--- config.mk ---
export PLATFORM = sky130hd
export DESIGN_NAME = lpc_compressor
export DESIGN_NICKNAME = d
export VERILOG_FILES = /design/src/logic/lpc_pkg.sv /design/src/logic/lpc_compressor.sv
export SDC_FILE = /design/constraint.sdc
export NUM_CORES = 1
export LEC_CHECK = 0
export BUFFER_PORTS_ARGS = -buffer_cell sky130_fd_sc_hd__buf_4
export CAP_MARGIN = 40
export CELL_PAD_IN_SITES_DETAIL_PLACEMENT = 1
export CELL_PAD_IN_SITES_GLOBAL_PLACEMENT = 2
export CORE_ASPECT_RATIO = 0.7
export CORE_UTILIZATION = 32
export DETAILED_ROUTE_END_ITERATION = 6
export PLACE_DENSITY = 0.83
export SETUP_SLACK_MARGIN = 0.3
export SLEW_MARGIN = 10
export SYNTH_ARGS = -nofsm -noshare
export SYNTH_HDL_FRONTEND = slang
export SYNTH_SLANG_ARGS = --single-unit
--- constraint.sdc ---
create_clock -name clk -period 5.65 [get_ports clk]
set_input_delay 1.695 -clock clk [delete_from_list [all_inputs] [get_ports clk]]
set_output_delay 1.695 -clock clk [all_outputs]
set_load 0.05 [all_outputs]
--- src/logic/lpc_pkg.sv ---
package lpc_pkg;
  // Register byte addresses and bit positions
  localparam logic [31:0] ADDR_CTRL   = 32'h0000_0000;
  localparam logic [31:0] ADDR_CODE   = 32'h0000_0004;
  localparam logic [31:0] ADDR_MASK   = 32'h0000_000c;
  localparam int          CTRL_LAW    = 0;
  localparam int          CODE_SEEN   = 8;
  // Law encodings and reset values
  localparam logic        LAW_MU      = 1'b0;
  localparam logic        LAW_A       = 1'b1;
  localparam logic        LAW_RESET   = 1'b0;
  localparam logic [7:0]  CODE_RESET  = 8'h00;
  // Companding constants
  localparam logic [15:0] MU_BIAS     = 16'h0021;
  localparam logic [15:0] A_BIAS      = 16'h0000;
  localparam logic [15:0] MAG_MASK    = 16'h7fff;
  localparam logic [15:0] LIN_LIMIT   = 16'h0020;
  localparam int          A_SHIFT     = 2;
  localparam logic [4:0]  MU_SEG_OFS  = 5'h05;
  localparam logic [4:0]  A_SEG_OFS   = 5'h04;
  localparam logic [4:0]  A_SEG_COMP  = 5'h01;
  localparam logic [4:0]  SEG_MAX     = 5'h07;
  localparam logic [4:0]  MANT_BITS   = 5'h04;
  localparam logic [6:0]  CODE_MAX    = 7'h7f;
  localparam logic [7:0]  SIGN_ADD    = 8'h80;
  localparam logic [7:0]  MU_MASK     = 8'h7f;
  localparam logic [7:0]  A_MASK      = 8'h55;
endpackage : lpc_pkg

--- src/logic/lpc_compressor.sv ---
`timescale 1ns/1ns
module lpc_compressor (
  input  wire logic        clk,
  input  wire logic        resetn,
  input  wire logic        hsel,
  input  wire logic [31:0] haddr,
  input  wire logic [1:0]  htrans,
  input  wire logic        hwrite,
  input  wire logic [2:0]  hsize,
  input  wire logic [31:0] hwdata,
  input  wire logic        hready,
  output logic      [31:0] hrdata,
  output logic             hreadyout,
  output logic             hresp,
  input  wire logic        sampleValid,
  input  wire logic [13:0] linearSampleIn,
  output logic             codeValid,
  output logic      [7:0]  logCodeOut
);
  import lpc_pkg::*;

  logic        lawSelect;
  logic        next_lawSelect;
  logic        codeSeen;
  logic        next_codeSeen;
  logic        wrPend;
  logic        next_wrPend;
  logic [31:0] wrAddr;
  logic [31:0] next_wrAddr;
  logic [31:0] next_hrdata;
  logic        next_codeValid;
  logic [7:0]  next_logCodeOut;
  logic        busTake;
  logic        negIn;
  logic [15:0] sampleExt;
  logic [15:0] sampleMagnitude;
  logic [15:0] biasedMag;
  logic [3:0]  leadPos;
  logic [4:0]  segment;
  logic [3:0]  mantissa;
  logic [6:0]  magCode;
  logic [7:0]  signedCode;
  logic [15:0] companding_bias;
  logic [4:0]  segment_constant;
  logic [7:0]  output_inversion_mask;

  // Zero-wait slave, always OKAY
  assign hreadyout = 1'b1;
  assign hresp     = 1'b0;
  assign busTake   = hsel && htrans[1] && hready;

  // Bus next-state: write capture and read data
  always_comb begin
    next_lawSelect = lawSelect;
    next_wrPend    = busTake && hwrite;
    next_wrAddr    = busTake ? haddr : wrAddr;
    next_hrdata    = hrdata;
    if (wrPend && wrAddr == ADDR_CTRL) begin
      next_lawSelect = hwdata[CTRL_LAW];
    end
    if (busTake && !hwrite) begin
      unique case (haddr)
        ADDR_CTRL: next_hrdata = {31'h0000_0000, lawSelect};
        ADDR_CODE: next_hrdata = {23'h00_0000, codeSeen, logCodeOut};
        ADDR_MASK: next_hrdata = {24'h00_0000, output_inversion_mask};
        default:   next_hrdata = 32'h0000_0000;
      endcase
    end
  end

  // Law-dependent constants
  always_comb begin
    if (lawSelect == LAW_A) begin
      companding_bias       = A_BIAS;
      segment_constant      = A_SEG_OFS - A_SEG_COMP;
      output_inversion_mask = A_MASK;
    end else begin
      companding_bias       = MU_BIAS;
      segment_constant      = MU_SEG_OFS;
      output_inversion_mask = MU_MASK;
    end
  end

  // Magnitude, shift and bias
  always_comb begin
    negIn     = linearSampleIn[13];
    sampleExt = {{2{linearSampleIn[13]}}, linearSampleIn};
    sampleMagnitude = (negIn ? (16'h0000 - sampleExt) : sampleExt) & MAG_MASK;
    if (lawSelect == LAW_A) begin
      if (negIn) begin
        sampleMagnitude = sampleMagnitude - 16'h0001;
      end
      sampleMagnitude = sampleMagnitude >> A_SHIFT;
    end
    biasedMag = sampleMagnitude + companding_bias;
  end

  // Leading one, segment and mantissa
  always_comb begin
    leadPos = 4'h0;
    for (int i = 0; i < 16; i++) begin
      if (biasedMag[i]) begin
        leadPos = 4'(i);
      end
    end
    // Exponent is leadPos+1; segment drops one and the offset
    segment  = 5'({1'b0, leadPos}) - segment_constant;
    mantissa = 4'(biasedMag >> (5'({1'b0, leadPos}) - MANT_BITS));
    if (biasedMag < LIN_LIMIT) begin
      magCode = biasedMag[6:0];
    end else if (segment > SEG_MAX) begin
      magCode = CODE_MAX;
    end else begin
      magCode = {segment[2:0], mantissa};
    end
    signedCode = {1'b0, magCode} + (negIn ? 8'h00 : SIGN_ADD);
  end

  // Output stage next values
  always_comb begin
    next_codeValid  = sampleValid;
    next_logCodeOut = logCodeOut;
    next_codeSeen   = codeSeen || sampleValid;
    if (sampleValid) begin
      next_logCodeOut = signedCode ^ output_inversion_mask;
    end
  end

  // State registers
  always_ff @(posedge clk or negedge resetn) begin
    if (!resetn) begin
      lawSelect  <= LAW_RESET;
      codeSeen   <= 1'b0;
      wrPend     <= 1'b0;
      wrAddr     <= 32'h0000_0000;
      hrdata     <= 32'h0000_0000;
      codeValid  <= 1'b0;
      logCodeOut <= CODE_RESET;
    end else begin
      lawSelect  <= next_lawSelect;
      codeSeen   <= next_codeSeen;
      wrPend     <= next_wrPend;
      wrAddr     <= next_wrAddr;
      hrdata     <= next_hrdata;
      codeValid  <= next_codeValid;
      logCodeOut <= next_logCodeOut;
    end
  end

  // Checks
  chk_strobe_latency: assert property (@(posedge clk) disable iff (!resetn)
    sampleValid |=> codeValid) else $error("code strobe missing");
  chk_strobe_pulse: assert property (@(posedge clk) disable iff (!resetn)
    !sampleValid |=> !codeValid) else $error("spurious code strobe");
  chk_code_held: assert property (@(posedge clk) disable iff (!resetn)
    !codeValid ##1 !codeValid |-> $stable(logCodeOut)) else $error("code changed");
  chk_sign_bit: assert property (@(posedge clk) disable iff (!resetn)
    sampleValid |=> logCodeOut[7] == !$past(linearSampleIn[13]))
    else $error("sign bit wrong");
  chk_mu_zero: assert property (@(posedge clk) disable iff (!resetn)
    sampleValid && lawSelect == LAW_MU && linearSampleIn == 14'h0000
    |=> logCodeOut == 8'hff) else $error("mu zero code wrong");
  chk_a_zero: assert property (@(posedge clk) disable iff (!resetn)
    sampleValid && lawSelect == LAW_A && linearSampleIn == 14'h0000
    |=> logCodeOut == 8'hd5) else $error("A zero code wrong");
  chk_a_round: assert property (@(posedge clk) disable iff (!resetn)
    sampleValid && lawSelect == LAW_A && linearSampleIn == 14'h3ffc
    |=> logCodeOut == 8'h55) else $error("A negative rounding wrong");
  chk_a_linear: assert property (@(posedge clk) disable iff (!resetn)
    sampleValid && lawSelect == LAW_A && linearSampleIn[13:7] == 7'h00
    |=> logCodeOut == ((8'h80 | 8'($past(linearSampleIn) >> 2)) ^ 8'h55))
    else $error("A linear range wrong");
  chk_mu_segment: assert property (@(posedge clk) disable iff (!resetn)
    sampleValid && lawSelect == LAW_MU && linearSampleIn == 14'h001f
    |=> logCodeOut == 8'hef) else $error("mu segment wrong");
  chk_mu_saturate: assert property (@(posedge clk) disable iff (!resetn)
    sampleValid && lawSelect == LAW_MU && linearSampleIn == 14'h1fff
    |=> logCodeOut == 8'h80) else $error("mu saturation wrong");
  chk_most_negative: assert property (@(posedge clk) disable iff (!resetn)
    sampleValid && lawSelect == LAW_MU && linearSampleIn == 14'h2000
    |=> logCodeOut == 8'h00) else $error("most negative wrong");
  chk_law_write: assert property (@(posedge clk) disable iff (!resetn)
    busTake && hwrite && haddr == ADDR_CTRL ##1 1'b1
    |=> lawSelect == $past(hwdata[CTRL_LAW])) else $error("law write lost");

  // Bus side: answer, readback and law register upkeep
  chk_bus_answer: assert property (@(posedge clk) disable iff (!resetn)
    hreadyout && !hresp)
    else $error("bus answer not ready or not okay");
  chk_read_ctrl: assert property (@(posedge clk) disable iff (!resetn)
    busTake && !hwrite && haddr == ADDR_CTRL
    |=> hrdata == {31'h0000_0000, $past(lawSelect)})
    else $error("law readback wrong");
  chk_read_mask: assert property (@(posedge clk) disable iff (!resetn)
    busTake && !hwrite && haddr == ADDR_MASK
    |=> hrdata == {24'h00_0000, (($past(lawSelect) == LAW_A) ? A_MASK : MU_MASK)})
    else $error("mask readback wrong");
  chk_read_code: assert property (@(posedge clk) disable iff (!resetn)
    busTake && !hwrite && haddr == ADDR_CODE
    |=> hrdata == {23'h00_0000, $past(codeSeen), $past(logCodeOut)})
    else $error("code readback wrong");
  chk_hrdata_hold: assert property (@(posedge clk) disable iff (!resetn)
    !(busTake && !hwrite)
    |=> $stable(hrdata))
    else $error("read data moved without a read");
  chk_stray_write: assert property (@(posedge clk) disable iff (!resetn)
    busTake && hwrite && haddr != ADDR_CTRL ##1 1'b1
    |=> $stable(lawSelect))
    else $error("law changed by a stray write");
  chk_law_stable: assert property (@(posedge clk) disable iff (!resetn)
    !(wrPend && wrAddr == ADDR_CTRL)
    |=> $stable(lawSelect))
    else $error("law changed without a write");

  // Magnitude: absolute value, A-law rounding and shift
  chk_mu_abs_pos: assert property (@(posedge clk) disable iff (!resetn)
    sampleValid && lawSelect == LAW_MU && !linearSampleIn[13]
    |-> sampleMagnitude == {2'b00, linearSampleIn})
    else $error("positive magnitude wrong");
  chk_mu_abs_neg: assert property (@(posedge clk) disable iff (!resetn)
    sampleValid && lawSelect == LAW_MU && linearSampleIn[13]
    |-> sampleMagnitude[15:14] == 2'b00 && 14'(sampleMagnitude[13:0] + linearSampleIn) == 14'h0000)
    else $error("negative magnitude wrong");
  chk_a_shift_pos: assert property (@(posedge clk) disable iff (!resetn)
    sampleValid && lawSelect == LAW_A && !linearSampleIn[13]
    |-> sampleMagnitude == {4'h0, linearSampleIn[13:2]})
    else $error("A-law shift wrong");
  chk_a_round_neg: assert property (@(posedge clk) disable iff (!resetn)
    sampleValid && lawSelect == LAW_A && linearSampleIn[13]
    |-> sampleMagnitude == {4'h0, ~linearSampleIn[13:2]})
    else $error("A-law negative rounding wrong");

  // Bias and the linear range
  chk_mu_bias: assert property (@(posedge clk) disable iff (!resetn)
    sampleValid && lawSelect == LAW_MU
    |-> biasedMag == sampleMagnitude + 16'h0021)
    else $error("mu-law bias wrong");
  chk_a_bias: assert property (@(posedge clk) disable iff (!resetn)
    sampleValid && lawSelect == LAW_A
    |-> biasedMag == sampleMagnitude)
    else $error("A-law bias wrong");
  chk_linear_path: assert property (@(posedge clk) disable iff (!resetn)
    sampleValid && lawSelect == LAW_A && biasedMag < 16'h0020
    |=> logCodeOut[6:0] == ($past(biasedMag[6:0]) ^ 7'h55))
    else $error("linear range code wrong");

  // Leading one, mantissa and segment bands
  chk_lead_one: assert property (@(posedge clk) disable iff (!resetn)
    sampleValid && biasedMag >= 16'h0020
    |-> (biasedMag >> leadPos) == 16'h0001)
    else $error("leading one misplaced");
  chk_mantissa_bits: assert property (@(posedge clk) disable iff (!resetn)
    sampleValid && biasedMag >= 16'h0020
    |-> (biasedMag >> (leadPos - 4'h4)) == {12'h001, mantissa})
    else $error("mantissa bits wrong");
  chk_mu_band: assert property (@(posedge clk) disable iff (!resetn)
    sampleValid && lawSelect == LAW_MU && segment <= SEG_MAX
    |-> biasedMag >= (16'h0020 << segment) && biasedMag < (16'h0040 << segment))
    else $error("mu-law segment band wrong");
  chk_a_band: assert property (@(posedge clk) disable iff (!resetn)
    sampleValid && lawSelect == LAW_A && biasedMag >= LIN_LIMIT
    |-> biasedMag >= (16'h0008 << segment) && biasedMag < (16'h0010 << segment))
    else $error("A-law segment band wrong");

  // Saturation, sign and inversion mask
  chk_mu_clip: assert property (@(posedge clk) disable iff (!resetn)
    sampleValid && lawSelect == LAW_MU && biasedMag >= 16'h2000
    |=> logCodeOut[6:0] == 7'h00)
    else $error("mu-law clipping wrong");
  chk_sign_add: assert property (@(posedge clk) disable iff (!resetn)
    sampleValid
    |-> signedCode == {!linearSampleIn[13], magCode})
    else $error("sign bit placement wrong");
  chk_mu_mask: assert property (@(posedge clk) disable iff (!resetn)
    sampleValid && lawSelect == LAW_MU
    |=> logCodeOut[6:0] == ~$past(magCode))
    else $error("mu-law inversion wrong");
  chk_a_mask: assert property (@(posedge clk) disable iff (!resetn)
    sampleValid && lawSelect == LAW_A
    |=> logCodeOut[6:0] == ($past(magCode) ^ 7'h55))
    else $error("A-law inversion wrong");

  // Code-seen flag and idle output
  chk_seen_flag: assert property (@(posedge clk) disable iff (!resetn)
    codeValid
    |-> codeSeen)
    else $error("seen flag missing");
  chk_idle_code: assert property (@(posedge clk) disable iff (!resetn)
    !codeSeen
    |-> logCodeOut == CODE_RESET && !codeValid)
    else $error("code moved before any sample");

  cov_mu_sample: cover property (@(posedge clk) disable iff (!resetn)
    sampleValid && lawSelect == LAW_MU ##1 codeValid);
  cov_a_sample: cover property (@(posedge clk) disable iff (!resetn)
    sampleValid && lawSelect == LAW_A ##1 codeValid);
  cov_saturate: cover property (@(posedge clk) disable iff (!resetn)
    sampleValid && magCode == CODE_MAX);
  cov_back_to_back: cover property (@(posedge clk) disable iff (!resetn)
    sampleValid [*3]);
  cov_law_change: cover property (@(posedge clk) disable iff (!resetn)
    wrPend && wrAddr == ADDR_CTRL ##1 $changed(lawSelect));
endmodule : lpc_compressor

# ---- Word-level counts from Yosys, hierarchy flattened
# Cells that the tools add are included.
dict set report totals {
  register_bits 76
  in_bits 89
}
dict set report classes {
  addsub 6
  magnitude_cmp 2
  n_eq_ne 2
  n_shift 1
  muxes 25
  bitwise 1
  n_reduce_logical 9
}
# operator n
set ops {}
lappend ops {{$logic_not A32 Y1} 2}
lappend ops {{$mux W4} 14}
lappend ops {{$eq A32 B3 Y1 const B} 1}
lappend ops {{$eq A32 B4 Y1 const B} 1}
lappend ops {{$mux W15} 2}
lappend ops {{$pmux W9 S3} 1}
lappend ops {{$add A16 B16 Y16} 1}
lappend ops {{$lt A16 B6 Y1 const B} 1}
lappend ops {{$mux W16} 1}
lappend ops {{$shr A16 B5 Y4} 1}
lappend ops {{$sub A15 B1 Y16 const B} 1}
lappend ops {{$sub A1 B14 Y15 const A} 1}
lappend ops {{$mux W7} 2}
lappend ops {{$mux W6} 2}
lappend ops {{$add A7 B8 Y8} 1}
lappend ops {{$mux W8} 1}
lappend ops {{$xor A8 B8 Y8} 1}
lappend ops {{$gt A5 B3 Y1 const B} 1}
lappend ops {{$logic_and A1 B1 Y1} 5}
lappend ops {{$sub A4 B3 Y5 const B} 1}
lappend ops {{$sub A4 B5 Y5} 1}
lappend ops {{$mux W3} 1}
lappend ops {{$logic_not A1 Y1} 1}
lappend ops {{$logic_or A1 B1 Y1} 1}
lappend ops {{$mux W1} 1}

# ---- Longest topological paths before layout
# Gate-level depths: netlist of the first run.
dict set report depth {
  depth_word 27
  depth_mapped 28
  ltp_nobuf 24
}

# ---- Worst setup path before layout of the first run
# OpenSTA, ideal clock, no wires.
dict set report synth_path {
  path_type {input port to flip-flop}
  start {input port linearSampleIn[0]}
  end {register logCodeOut[1]}
  t_arrival_ps 6705
  path_slack_ps -1187
  path_stages 22
  cell_sequence {buf_2 inv_1 ha_1 buf_2 nor3b_2 o211a_1 or4b_1 a2111oi_2 o32ai_1 a211oi_2 nor3_1 o221a_2 o31ai_2 nand2_1 clkbuf_1 inv_2 fa_1 nor3b_1 a21oi_1 a31oi_1 o21bai_1 or3b_1}
}
dict set report synth_via {
  elab_chain_cells 27
  word_cells_on_any_way 30
  classes_between {add/sub (6); order compare (2); shift (1); mux (20); bitwise (1)}
}
# element line
set synth_rtl {}
lappend synth_rtl {{start: declaration} lpc_compressor.sv:16} ;# input wire logic [13:0] linearSampleIn,
lappend synth_rtl {{$sub A1 B14 Y15} lpc_compressor.sv:88} ;# sampleMagnitude = (negIn ? (16'h0000 - sampleExt) : sampleExt) & MAG_MASK;
lappend synth_rtl {{$mux W15 (*)} lpc_compressor.sv:88}
lappend synth_rtl {{$sub A15 B1 Y16} lpc_compressor.sv:91} ;# sampleMagnitude = sampleMagnitude - 16'h0001;
lappend synth_rtl {{$mux W16} lpc_compressor.sv:90} ;# if (negIn) begin
lappend synth_rtl {{$mux W15 (*)} lpc_compressor.sv:89} ;# if (lawSelect == LAW_A) begin
lappend synth_rtl {{$add A16 B16 Y16 (*)} lpc_compressor.sv:95} ;# biasedMag = sampleMagnitude + companding_bias;
lappend synth_rtl {{$mux W1} lpc_compressor.sv:102} ;# if (biasedMag[i]) begin
lappend synth_rtl {{$mux W4 (14 in series)} lpc_compressor.sv:102}
lappend synth_rtl {{$sub A4 B3 Y5 or $sub A4 B5 Y5 (tied branches)} {lpc_compressor.sv:108, lpc_compressor.sv:107}}
lappend synth_rtl {{$shr A16 B5 Y4 or $gt A5 B3 Y1 (tied branches)} {lpc_compressor.sv:108, lpc_compressor.sv:111}}
lappend synth_rtl {{$mux W7} lpc_compressor.sv:111} ;# end else if (segment > SEG_MAX) begin
lappend synth_rtl {{$mux W7 (*)} lpc_compressor.sv:109} ;# if (biasedMag < LIN_LIMIT) begin
lappend synth_rtl {{$add A7 B8 Y8 (*)} lpc_compressor.sv:116} ;# signedCode = {1'b0, magCode} + (negIn ? 8'h00 : SIGN_ADD);
lappend synth_rtl {{$xor A8 B8 Y8 (*)} lpc_compressor.sv:125} ;# next_logCodeOut = signedCode ^ output_inversion_mask;
lappend synth_rtl {{end signal: assignment} lpc_compressor.sv:146} ;# logCodeOut <= next_logCodeOut;
lappend synth_rtl {{end: declaration} lpc_compressor.sv:18} ;# output logic [7:0] logCodeOut
# Every way passes the cells marked *; elsewhere a longest branch is shown, timed or not.
# A chain may end at the register's enable or synchronous reset.

# ---- Final worst setup path of the first run
# Same ends and word-level chain as after synthesis.

==> results.txt, run 1 <==
worst hold margin - 0.479 ns
Max Clock Freq - 0.164 GHz
Worst Hold Class - flop to flop
num ports - 132
Iter 0 DRT Violations - 325
Arrival @ worst endpoint - 6.29 ns
Post-Syn Instances - 586
CTS Sinks - 53
Main synth FF type - dfrtp_1
share of Yosys cell area claimed by the top area cell type - 0.262
fin cells - 1023
RSZ-0062 raised after global routing - true
Max Slew Vio Count - 0
clock-pin slew on the worst setup and hold paths - 0.07 ns
H-tree levels - 2
post-synth top area cell - dfrtp_1
most common cell in the netlist - dfrtp_1
count of cell types in the netlist - 99
fin nets - 918
WL final - 19100 µm
core box area - 15500 µm²
failing checks - design-rule violations, negative setup slack
most frequent cells after synthesis - 53 x dfrtp_1, 41 x nand2_1, 35 x mux2_2, 33 x nor2_1, 28 x a21oi_1
max incr delay on CP - 0.54 ns
starting density of the core - 0.328
Max Cap Viol - 0
Mean Syn Cell Area - 8.64 µm²
DRC Markers - 4
Via density - 5.42
die area - 16300 µm²
critical path buffer and inverter count - 9
Worst Setup Slack, final - -0.460 ns
Layout area overhead - 53.4%
most used cell, CP - buf_4
Die H - 107 µm
Final Core Density - 0.503
floorplan row count - 38
Worst-Margin Slew - 0.683 ns
Leakage - 3.36 nW
top post-synthesis cells by area - dfrtp_1 26%, mux2_2 7.8%, buf_4 4.0%
Period minus WS final - 6.11 ns
Placed Cells - 990
initial antenna violation count - 0
# port buffers - 71
fraction of registers with async set/reset - 1.00
Peak VDD IR - 141 µV
number of global-route vias before repair - 5891
grt ovf - 0
first-pass GRT wire length - 30500 µm
fin crit share - 1.08
drt first pass iters - 6
Die X - 152 µm
Setup crit end kind - flop
Post-synth EDFFs - 0
total number of vias - 5545
gr usage total - 0.233
Slew HR - 0.544
ant diodes - 0
crit-path leading delay family - simple AND/OR/NAND/NOR gates
Slowest-stage cell, CP - or4_4
Post-Syn Area - 5060 µm²
CTS Buffer Depth - 2
Antenna Nets Post-Route - 0
Avg WL per Cell - 18.6 µm
CTS tree - built
Clock Latency Late Sink - 0.30 ns
WS Path Type - input port to flop
Placer Congestion - 0.891
Synth Register Bits - 53
Final setup viols - 7
Final HPWL DP - 14800 µm
status - complete, but fails checks
skew final - 0.00363 ns
register area share after synthesis - 0.262
Critical Path RT - 5.83 ns
CP Max Fanout - 6
share of layout cells above drive strength 1 - 0.490
TritonCTS buffer count - 5
CP startpoint kind - input port
Syn. warnings - 0
largest net degree at the start of global routing - 54
Cell Pwr Density - 235 nW/µm²
root buffer cell - clkbuf_16
Final Hold Vio Count - 0
sequential cells by signal, indices dropped and copies added (netlist names):
name and flops:
codeSeen 1, codeValid 1, hrdata 9, lawSelect 1, logCodeOut 8, wrAddr 32
wrPend 1
placed cells by master (no fill, tap or decap), types with 8 or more instances in the layout:
cell type / Yosys / routed
nand2_1: 41 / 40
nor3_1: 19 / 16
xnor2_1: 18 / 12
a31oi_1: 10 / 8
nand2b_1: 10 / 9
a21oi_1: 28 / 26
buf_4: 27 / 255
nand3_1: 23 / 19
inv_1: 16 / 14
o21ai_0: 23 / 22
dfrtp_1: 53 / 53
mux2i_1: 11 / 10
mux2_2: 35 / 33
nand4_1: 12 / 12
conb_1: 2 / 25
nor2_1: 33 / 31
nor4_1: 22 / 21
metal layers:
metal | routed length (µm) | vias to the layer above | track usage
li1 | - | 2646 | -
met1 | 9210 | 2783 | 0.313
met2 | 9040 | 94 | 0.403
met3 | 601 | 22 | 0.0331
met4 | 201 | 0 | 0.0328
met5 | 0 | - | 0
power breakdown:
part | internal, W | leakage [nW] | switching (W) | total (W)
clock network | 0.000210 | 0.0842 | 0.000141 | 0.000350
logic | 0.000454 | 2.62 | 0.000530 | 0.000984
registers | 0.000443 | 0.646 | 0.0000460 | 0.000489
total | 0.00111 | 3.36 | 0.000717 | 0.00182
cell families (layout without fill, tap and decap cells):
logic type / Yosys count / after routing / synth area share
simple gates: 209 / 209 / 0.227
compound gates: 161 / 161 / 0.247
buf+inv: 77 / 291 / 0.0860
flops: 53 / 53 / 0.262
mux: 46 / 46 / 0.0996
xor+xnor: 31 / 31 / 0.0581
fa+ha+maj: 7 / 7 / 0.0188
other cells: 2 / 25 / 0.00148
metrics by stage:
| step | power, W | setup TNS (ns) | instance area (µm²) | setup slack, ns |
|---|---|---|---|---|
| floorplan | 0.00102 | -3.51 | 5390 | -0.669 |
| global placement | 0.00133 | -4.33 | 7040 | -0.788 |
| detailed placement | 0.00136 | -5.79 | 7050 | -1.01 |
| CTS | 0.00179 | -1.83 | 7610 | -0.401 |
| global route | 0.00193 | -3.57 | 7760 | -0.679 |
| finish | 0.00182 | -2.29 | 7760 | -0.460 |
worst paths after layout:
kind / startpoint / endpoint / slack [ns] / depth (start not counted)
hold / removal: codeSeen / codeSeen / 0.48 / 1
max in group asynchronous: resetn / wrAddr[19] / 3.76 / 1
setup reg to reg: lawSelect / logCodeOut[1] / 0.86 / 18
min in group asynchronous: resetn / hrdata[2] / 1.44 / 1
setup / recovery: linearSampleIn[0] / logCodeOut[1] / -0.46 / 25
hold reg to reg: codeSeen / codeSeen / 0.48 / 1
timing repair:
action                     4_1_cts  5_1_grt
hold buffers                     0        0
setup buffers                   18        7
pin swaps                       33       20
cloned                           0        0
resized for setup               47       17
setup endpoints to repair        7        7
worst reg2reg max path: cells and delay by family (launching register included):
kind | cells | cell delay [ns]
buffers and inverters | 1 | 0.07
and+or+nand+nor | 7 | 1.50
AOI/OAI and AO/OA | 9 | 2.34
DFF | 1 | 0.54
adders and majority gates | 1 | 0.24
final cells by class:
| type | count | area (µm²) |
|---|---|---|
| Clock inverter | 3 | 43.8 |
| Inverter | 18 | 80.1 |
| Sequential cell | 53 | 1330 |
| Multi-Input combinational cell | 479 | 3900 |
| Clock buffer | 5 | 125 |
| Timing Repair Buffer | 265 | 2040 |
| Tap cell | 200 | 250 |
| Fill cell | 1799 | 7690 |
Note: power is estimated with default switching activity, not from simulation.
==> run 2: changes to the inputs <==
--- a/config.mk
+++ b/config.mk
@@ -7,12 +7,11 @@
 export LEC_CHECK = 0
 export BUFFER_PORTS_ARGS = -buffer_cell sky130_fd_sc_hd__buf_4
 export CAP_MARGIN = 40
-export CELL_PAD_IN_SITES_DETAIL_PLACEMENT = 1
-export CELL_PAD_IN_SITES_GLOBAL_PLACEMENT = 2
 export CORE_ASPECT_RATIO = 0.7
-export CORE_UTILIZATION = 32
+export CORE_UTILIZATION = 55
 export DETAILED_ROUTE_END_ITERATION = 6
-export PLACE_DENSITY = 0.83
+export PLACE_DENSITY = 0.84
+export REMOVE_ABC_BUFFERS = 1
 export SETUP_SLACK_MARGIN = 0.3
 export SLEW_MARGIN = 10
 export SYNTH_ARGS = -nofsm -noshare
==> run 2 against run 1 <==
The run now fails in 5_1_grt. Synthesized cell count unchanged. Area after synthesis unchanged.
==> results.txt, run 2 <==
count of cell types in the netlist - 99
num ports - 132
CTS Hold Bufs - 0
most common cell in the netlist - dfrtp_1
Run Error - [ERROR GRT-0232] Routing congestion too high. Check the congestion heatmap in the GUI.
largest net degree at the start of global routing - 54
H-tree levels - 2
TritonCTS buffer count - 5
Mean Syn Cell Area - 8.64 µm²
CTS Sinks - 53
Post-synth EDFFs - 0
root buffer cell - clkbuf_16
register area share after synthesis - 0.262
Synth Register Bits - 53
Placer Congestion - 1.02
last stage reached - 5_1_grt
grt ovf - 13
pre-CTS setup slack - -1.17 ns
Post-Syn Instances - 586
Die H - 82.3 µm
Syn. warnings - 0
Die X - 117 µm
Main synth FF type - dfrtp_1
worst endpoint type - register data pin
share of Yosys cell area claimed by the top area cell type - 0.262
starting density of the core - 0.583
fraction of registers with async set/reset - 1.00
Post-Syn Area - 5060 µm²
GR repair worst EP - logCodeOut[1]$_DFFE_PN0P_/D
floorplan row count - 28
status - did not finish
Final HPWL DP - 12900 µm
most frequent cells after synthesis - 53 x dfrtp_1, 41 x nand2_1, 35 x mux2_2, 33 x nor2_1, 28 x a21oi_1
post-synth top area cell - dfrtp_1
gr usage total - 0.684
top post-synthesis cells by area - dfrtp_1 26%, mux2_2 7.8%, buf_4 4.0%
# port buffers - 71
Placed Cells - 900
CTS Buffer Depth - 2
## run 2: cell counts after synthesis
Identical to the previous run, type by type.
## run 2: logic make-up after synthesis
logic type      Yosys count  synth area share
compound gates          161             0.247
xor+xnor                 31            0.0581
fa+ha+maj                 7            0.0188
buf+inv                  77            0.0860
flops                    53             0.262
mux                      46            0.0996
other cells               2           0.00148
simple gates            209             0.227
## run 2: per-stage QoR
step,hold slack [ns],cell area (µm²)
after floorplan,0.439,4780
after global placement,0.460,6660
after detailed placement,0.465,6660
after CTS,0.480,7610
## run 2: layer usage
layer,overflow,GRT usage
met2,6,0.898
met1,1,0.672
met3,0,0.498
met5,0,0.189
met4,6,0.699
## run 2: what timing repair did
item / 4_1_cts
cloned: 0
pin swaps: 44
resized for setup: 107
setup endpoints to repair: 7
buffers inserted: 28
==> run 3: changes to the inputs <==
--- a/config.mk
+++ b/config.mk
@@ -7,12 +7,10 @@
 export LEC_CHECK = 0
 export BUFFER_PORTS_ARGS = -buffer_cell sky130_fd_sc_hd__buf_4
 export CAP_MARGIN = 40
-export CORE_ASPECT_RATIO = 0.7
-export CORE_UTILIZATION = 55
+export CORE_UTILIZATION = 40
 export DETAILED_ROUTE_END_ITERATION = 6
-export PLACE_DENSITY = 0.84
+export PLACE_DENSITY_LB_ADDON = 0.15
 export REMOVE_ABC_BUFFERS = 1
-export SETUP_SLACK_MARGIN = 0.3
 export SLEW_MARGIN = 10
 export SYNTH_ARGS = -nofsm -noshare
 export SYNTH_HDL_FRONTEND = slang
==> run 3 against run 2 <==
The flow now finishes, with violations (negative setup slack).
==> results.txt, run 3 (synthesis results as in run 1) <==
status - complete, but fails checks
failing checks - negative setup slack
H-tree levels - 2
Slowest-stage cell, CP - or4_4
# port buffers - 71
Switch Pwr - 0.000668 W
num ports - 132
Iter 0 DRT Violations - 297
CTS Buffer Depth - 2
sw frac - 0.384
clock-pin slew on the worst setup and hold paths - 0.06 ns
Peak VDD IR - 130 µV
Clock Power Share - 0.179
Via density - 5.47
Final Core Density - 0.636
logic gate share of total power - 0.542
CTS Hold Bufs - 0
CP Max Fanout - 8
P_int - 0.00107 W
Worst-Margin Slew - 0.889 ns
TritonCTS buffer count - 5
DRC Markers - 0
fin crit share - 1.07
leading cell types in the layout, fill and taps excluded - 247 x buf_4, 53 x dfrtp_1, 40 x nand2_1
Setup crit end kind - flop
largest net degree at the start of global routing - 54
Final Hold Vio Count - 0
first-pass GRT wire length - 24800 µm
biggest regs - wrAddr x32, hrdata x9, logCodeOut x8
Reg power frac - 0.278
fillcell total - 1042
Max Slew Vio Count - 0
max FFs per register - 32
gr usage total - 0.232
Die X - 115 µm
Max Cap Viol - 0
Worst Hold Class - flop to flop
Cell Pwr Density - 224 nW/µm²
fin nets - 910
Final setup viols - 6
Placer Congestion - 0.901
CTS Sinks - 53
worst hold margin - 0.479 ns
worst path cell trace - buf_6 -> buf_12 -> or4_4 -> o21ai_4 -> xnor2_4 -> buf_4 -> o41ai_1 -> a32oi_2 -> and4_4 -> and2_4 -> o311a_4 -> o31ai_4 -> nand2_2 -> inv_2 -> fa_2 -> nand3_2 -> o31a_1 -> o21a_2 -> o32ai_4 -> a211o_1 -> o221ai_1
Antenna Nets Post-Route - 0
Final HPWL DP - 11400 µm
total power - 0.00174 W
max incr delay on CP - 0.61 ns
Avg WL per Cell - 15.5 µm
Clock Latency Late Sink - 0.29 ns
CP startpoint kind - input port
RSZ-0062 raised after global routing - true
Reg with most FFs - wrAddr
fin cells - 983
Layout area overhead - 52.9%
Slew HR - 0.402
ant diodes - 0
grt ovf - 0
starting density of the core - 0.416
root buffer cell - clkbuf_16
Arrival @ worst endpoint - 6.18 ns
Max Clock Freq - 0.166 GHz
WL final - 15300 µm
Placed Cells - 953
pre-CTS setup slack - -1.05 ns
Critical Path RT - 5.81 ns
share of layout cells above drive strength 1 - 0.497
total number of vias - 5379
commonest non-fill, non-tap cell in the layout - buf_4
Period minus WS final - 6.02 ns
number of global-route vias before repair - 5322
skew final - 0.00325 ns
Worst Setup Slack, final - -0.373 ns
floorplan row count - 40
core box area - 12200 µm²
WS Path Type - input port to flop
Die H - 115 µm
initial antenna violation count - 0
drt first pass iters - 4
Leakage - 3.31 nW
CTS tree - built
die area - 13100 µm²
## run 3: layout make-up
cell class                 instances  area (µm²)  share of cell area
clock buffer                       6         139              0.0179
clock inverter                     2        17.5             0.00226
inverter                          18        72.6             0.00938
multi-input combinational        479        3990               0.516
sequential                        53        1330               0.171
tap                              168         210              0.0272
timing repair buffer             257        1980               0.256
## run 3: critical path: cells and delay by family
kind / cells / cell delay [ns]
AOI/OAI and AO/OA: 10 / 2.42
xor gates and xnor gates: 1 / 0.14
buffers and inverters: 4 / 0.48
adders and majority gates: 1 / 0.23
and+or+nand+nor: 5 / 1.21
## run 3: through the flow
| step | TNS, ns | area (µm²) |
|---|---|---|
| 6_report | -1.90 | 7740 |
| 5_1_grt | -3.10 | 7740 |
| 4_1_cts | -1.30 | 7410 |
| 3_5_place_dp | -6.19 | 6770 |
| 3_3_place_gp | -5.62 | 6770 |
| 2_1_floorplan | -6.69 | 4780 |
## run 3: routing by layer
layer | up-vias | routed length [µm] | track usage
met4 | 0 | 288 | 0.0762
met2 | 129 | 7800 | 0.423
li1 | 2636 | - | -
met1 | 2592 | 6630 | 0.290
met5 | - | 0 | 0
met3 | 22 | 540 | 0.0175
## run 3: final timing paths
| kind | slack, ns | endpoint | from | cells past startpoint |
|---|---|---|---|---|
| setup reg to reg | 1.16 | logCodeOut[3] | lawSelect | 19 |
| setup / recovery | -0.37 | logCodeOut[3] | linearSampleIn[0] | 21 |
| hold / removal | 0.48 | codeSeen | codeSeen | 1 |
| max in group asynchronous | 3.80 | hrdata[1] | resetn | 1 |
| hold reg to reg | 0.48 | codeSeen | codeSeen | 1 |
| min in group asynchronous | 1.42 | wrAddr[16] | resetn | 1 |
## run 3: timing repair
| action | 4_1_cts | 5_1_grt |
|---|---|---|
| pin swaps | 44 | 20 |
| gates resized for setup | 66 | 39 |
| buffers inserted | 12 | 10 |
| setup endpoints to repair | 7 | 7 |
| gates cloned | 0 | 0 |
| hold endpoints to repair | 0 | 0 |
## run 3: power by group through the flow
stage | logic, W | registers [W] | clock network [W]
floorplan | 0.000399 | 0.000550 | 0
global placement | 0.000798 | 0.000487 | 0
detailed placement | 0.000809 | 0.000490 | 0
CTS | 0.000876 | 0.000483 | 0.000321
global route | 0.00101 | 0.000491 | 0.000334
finish | 0.000942 | 0.000483 | 0.000312
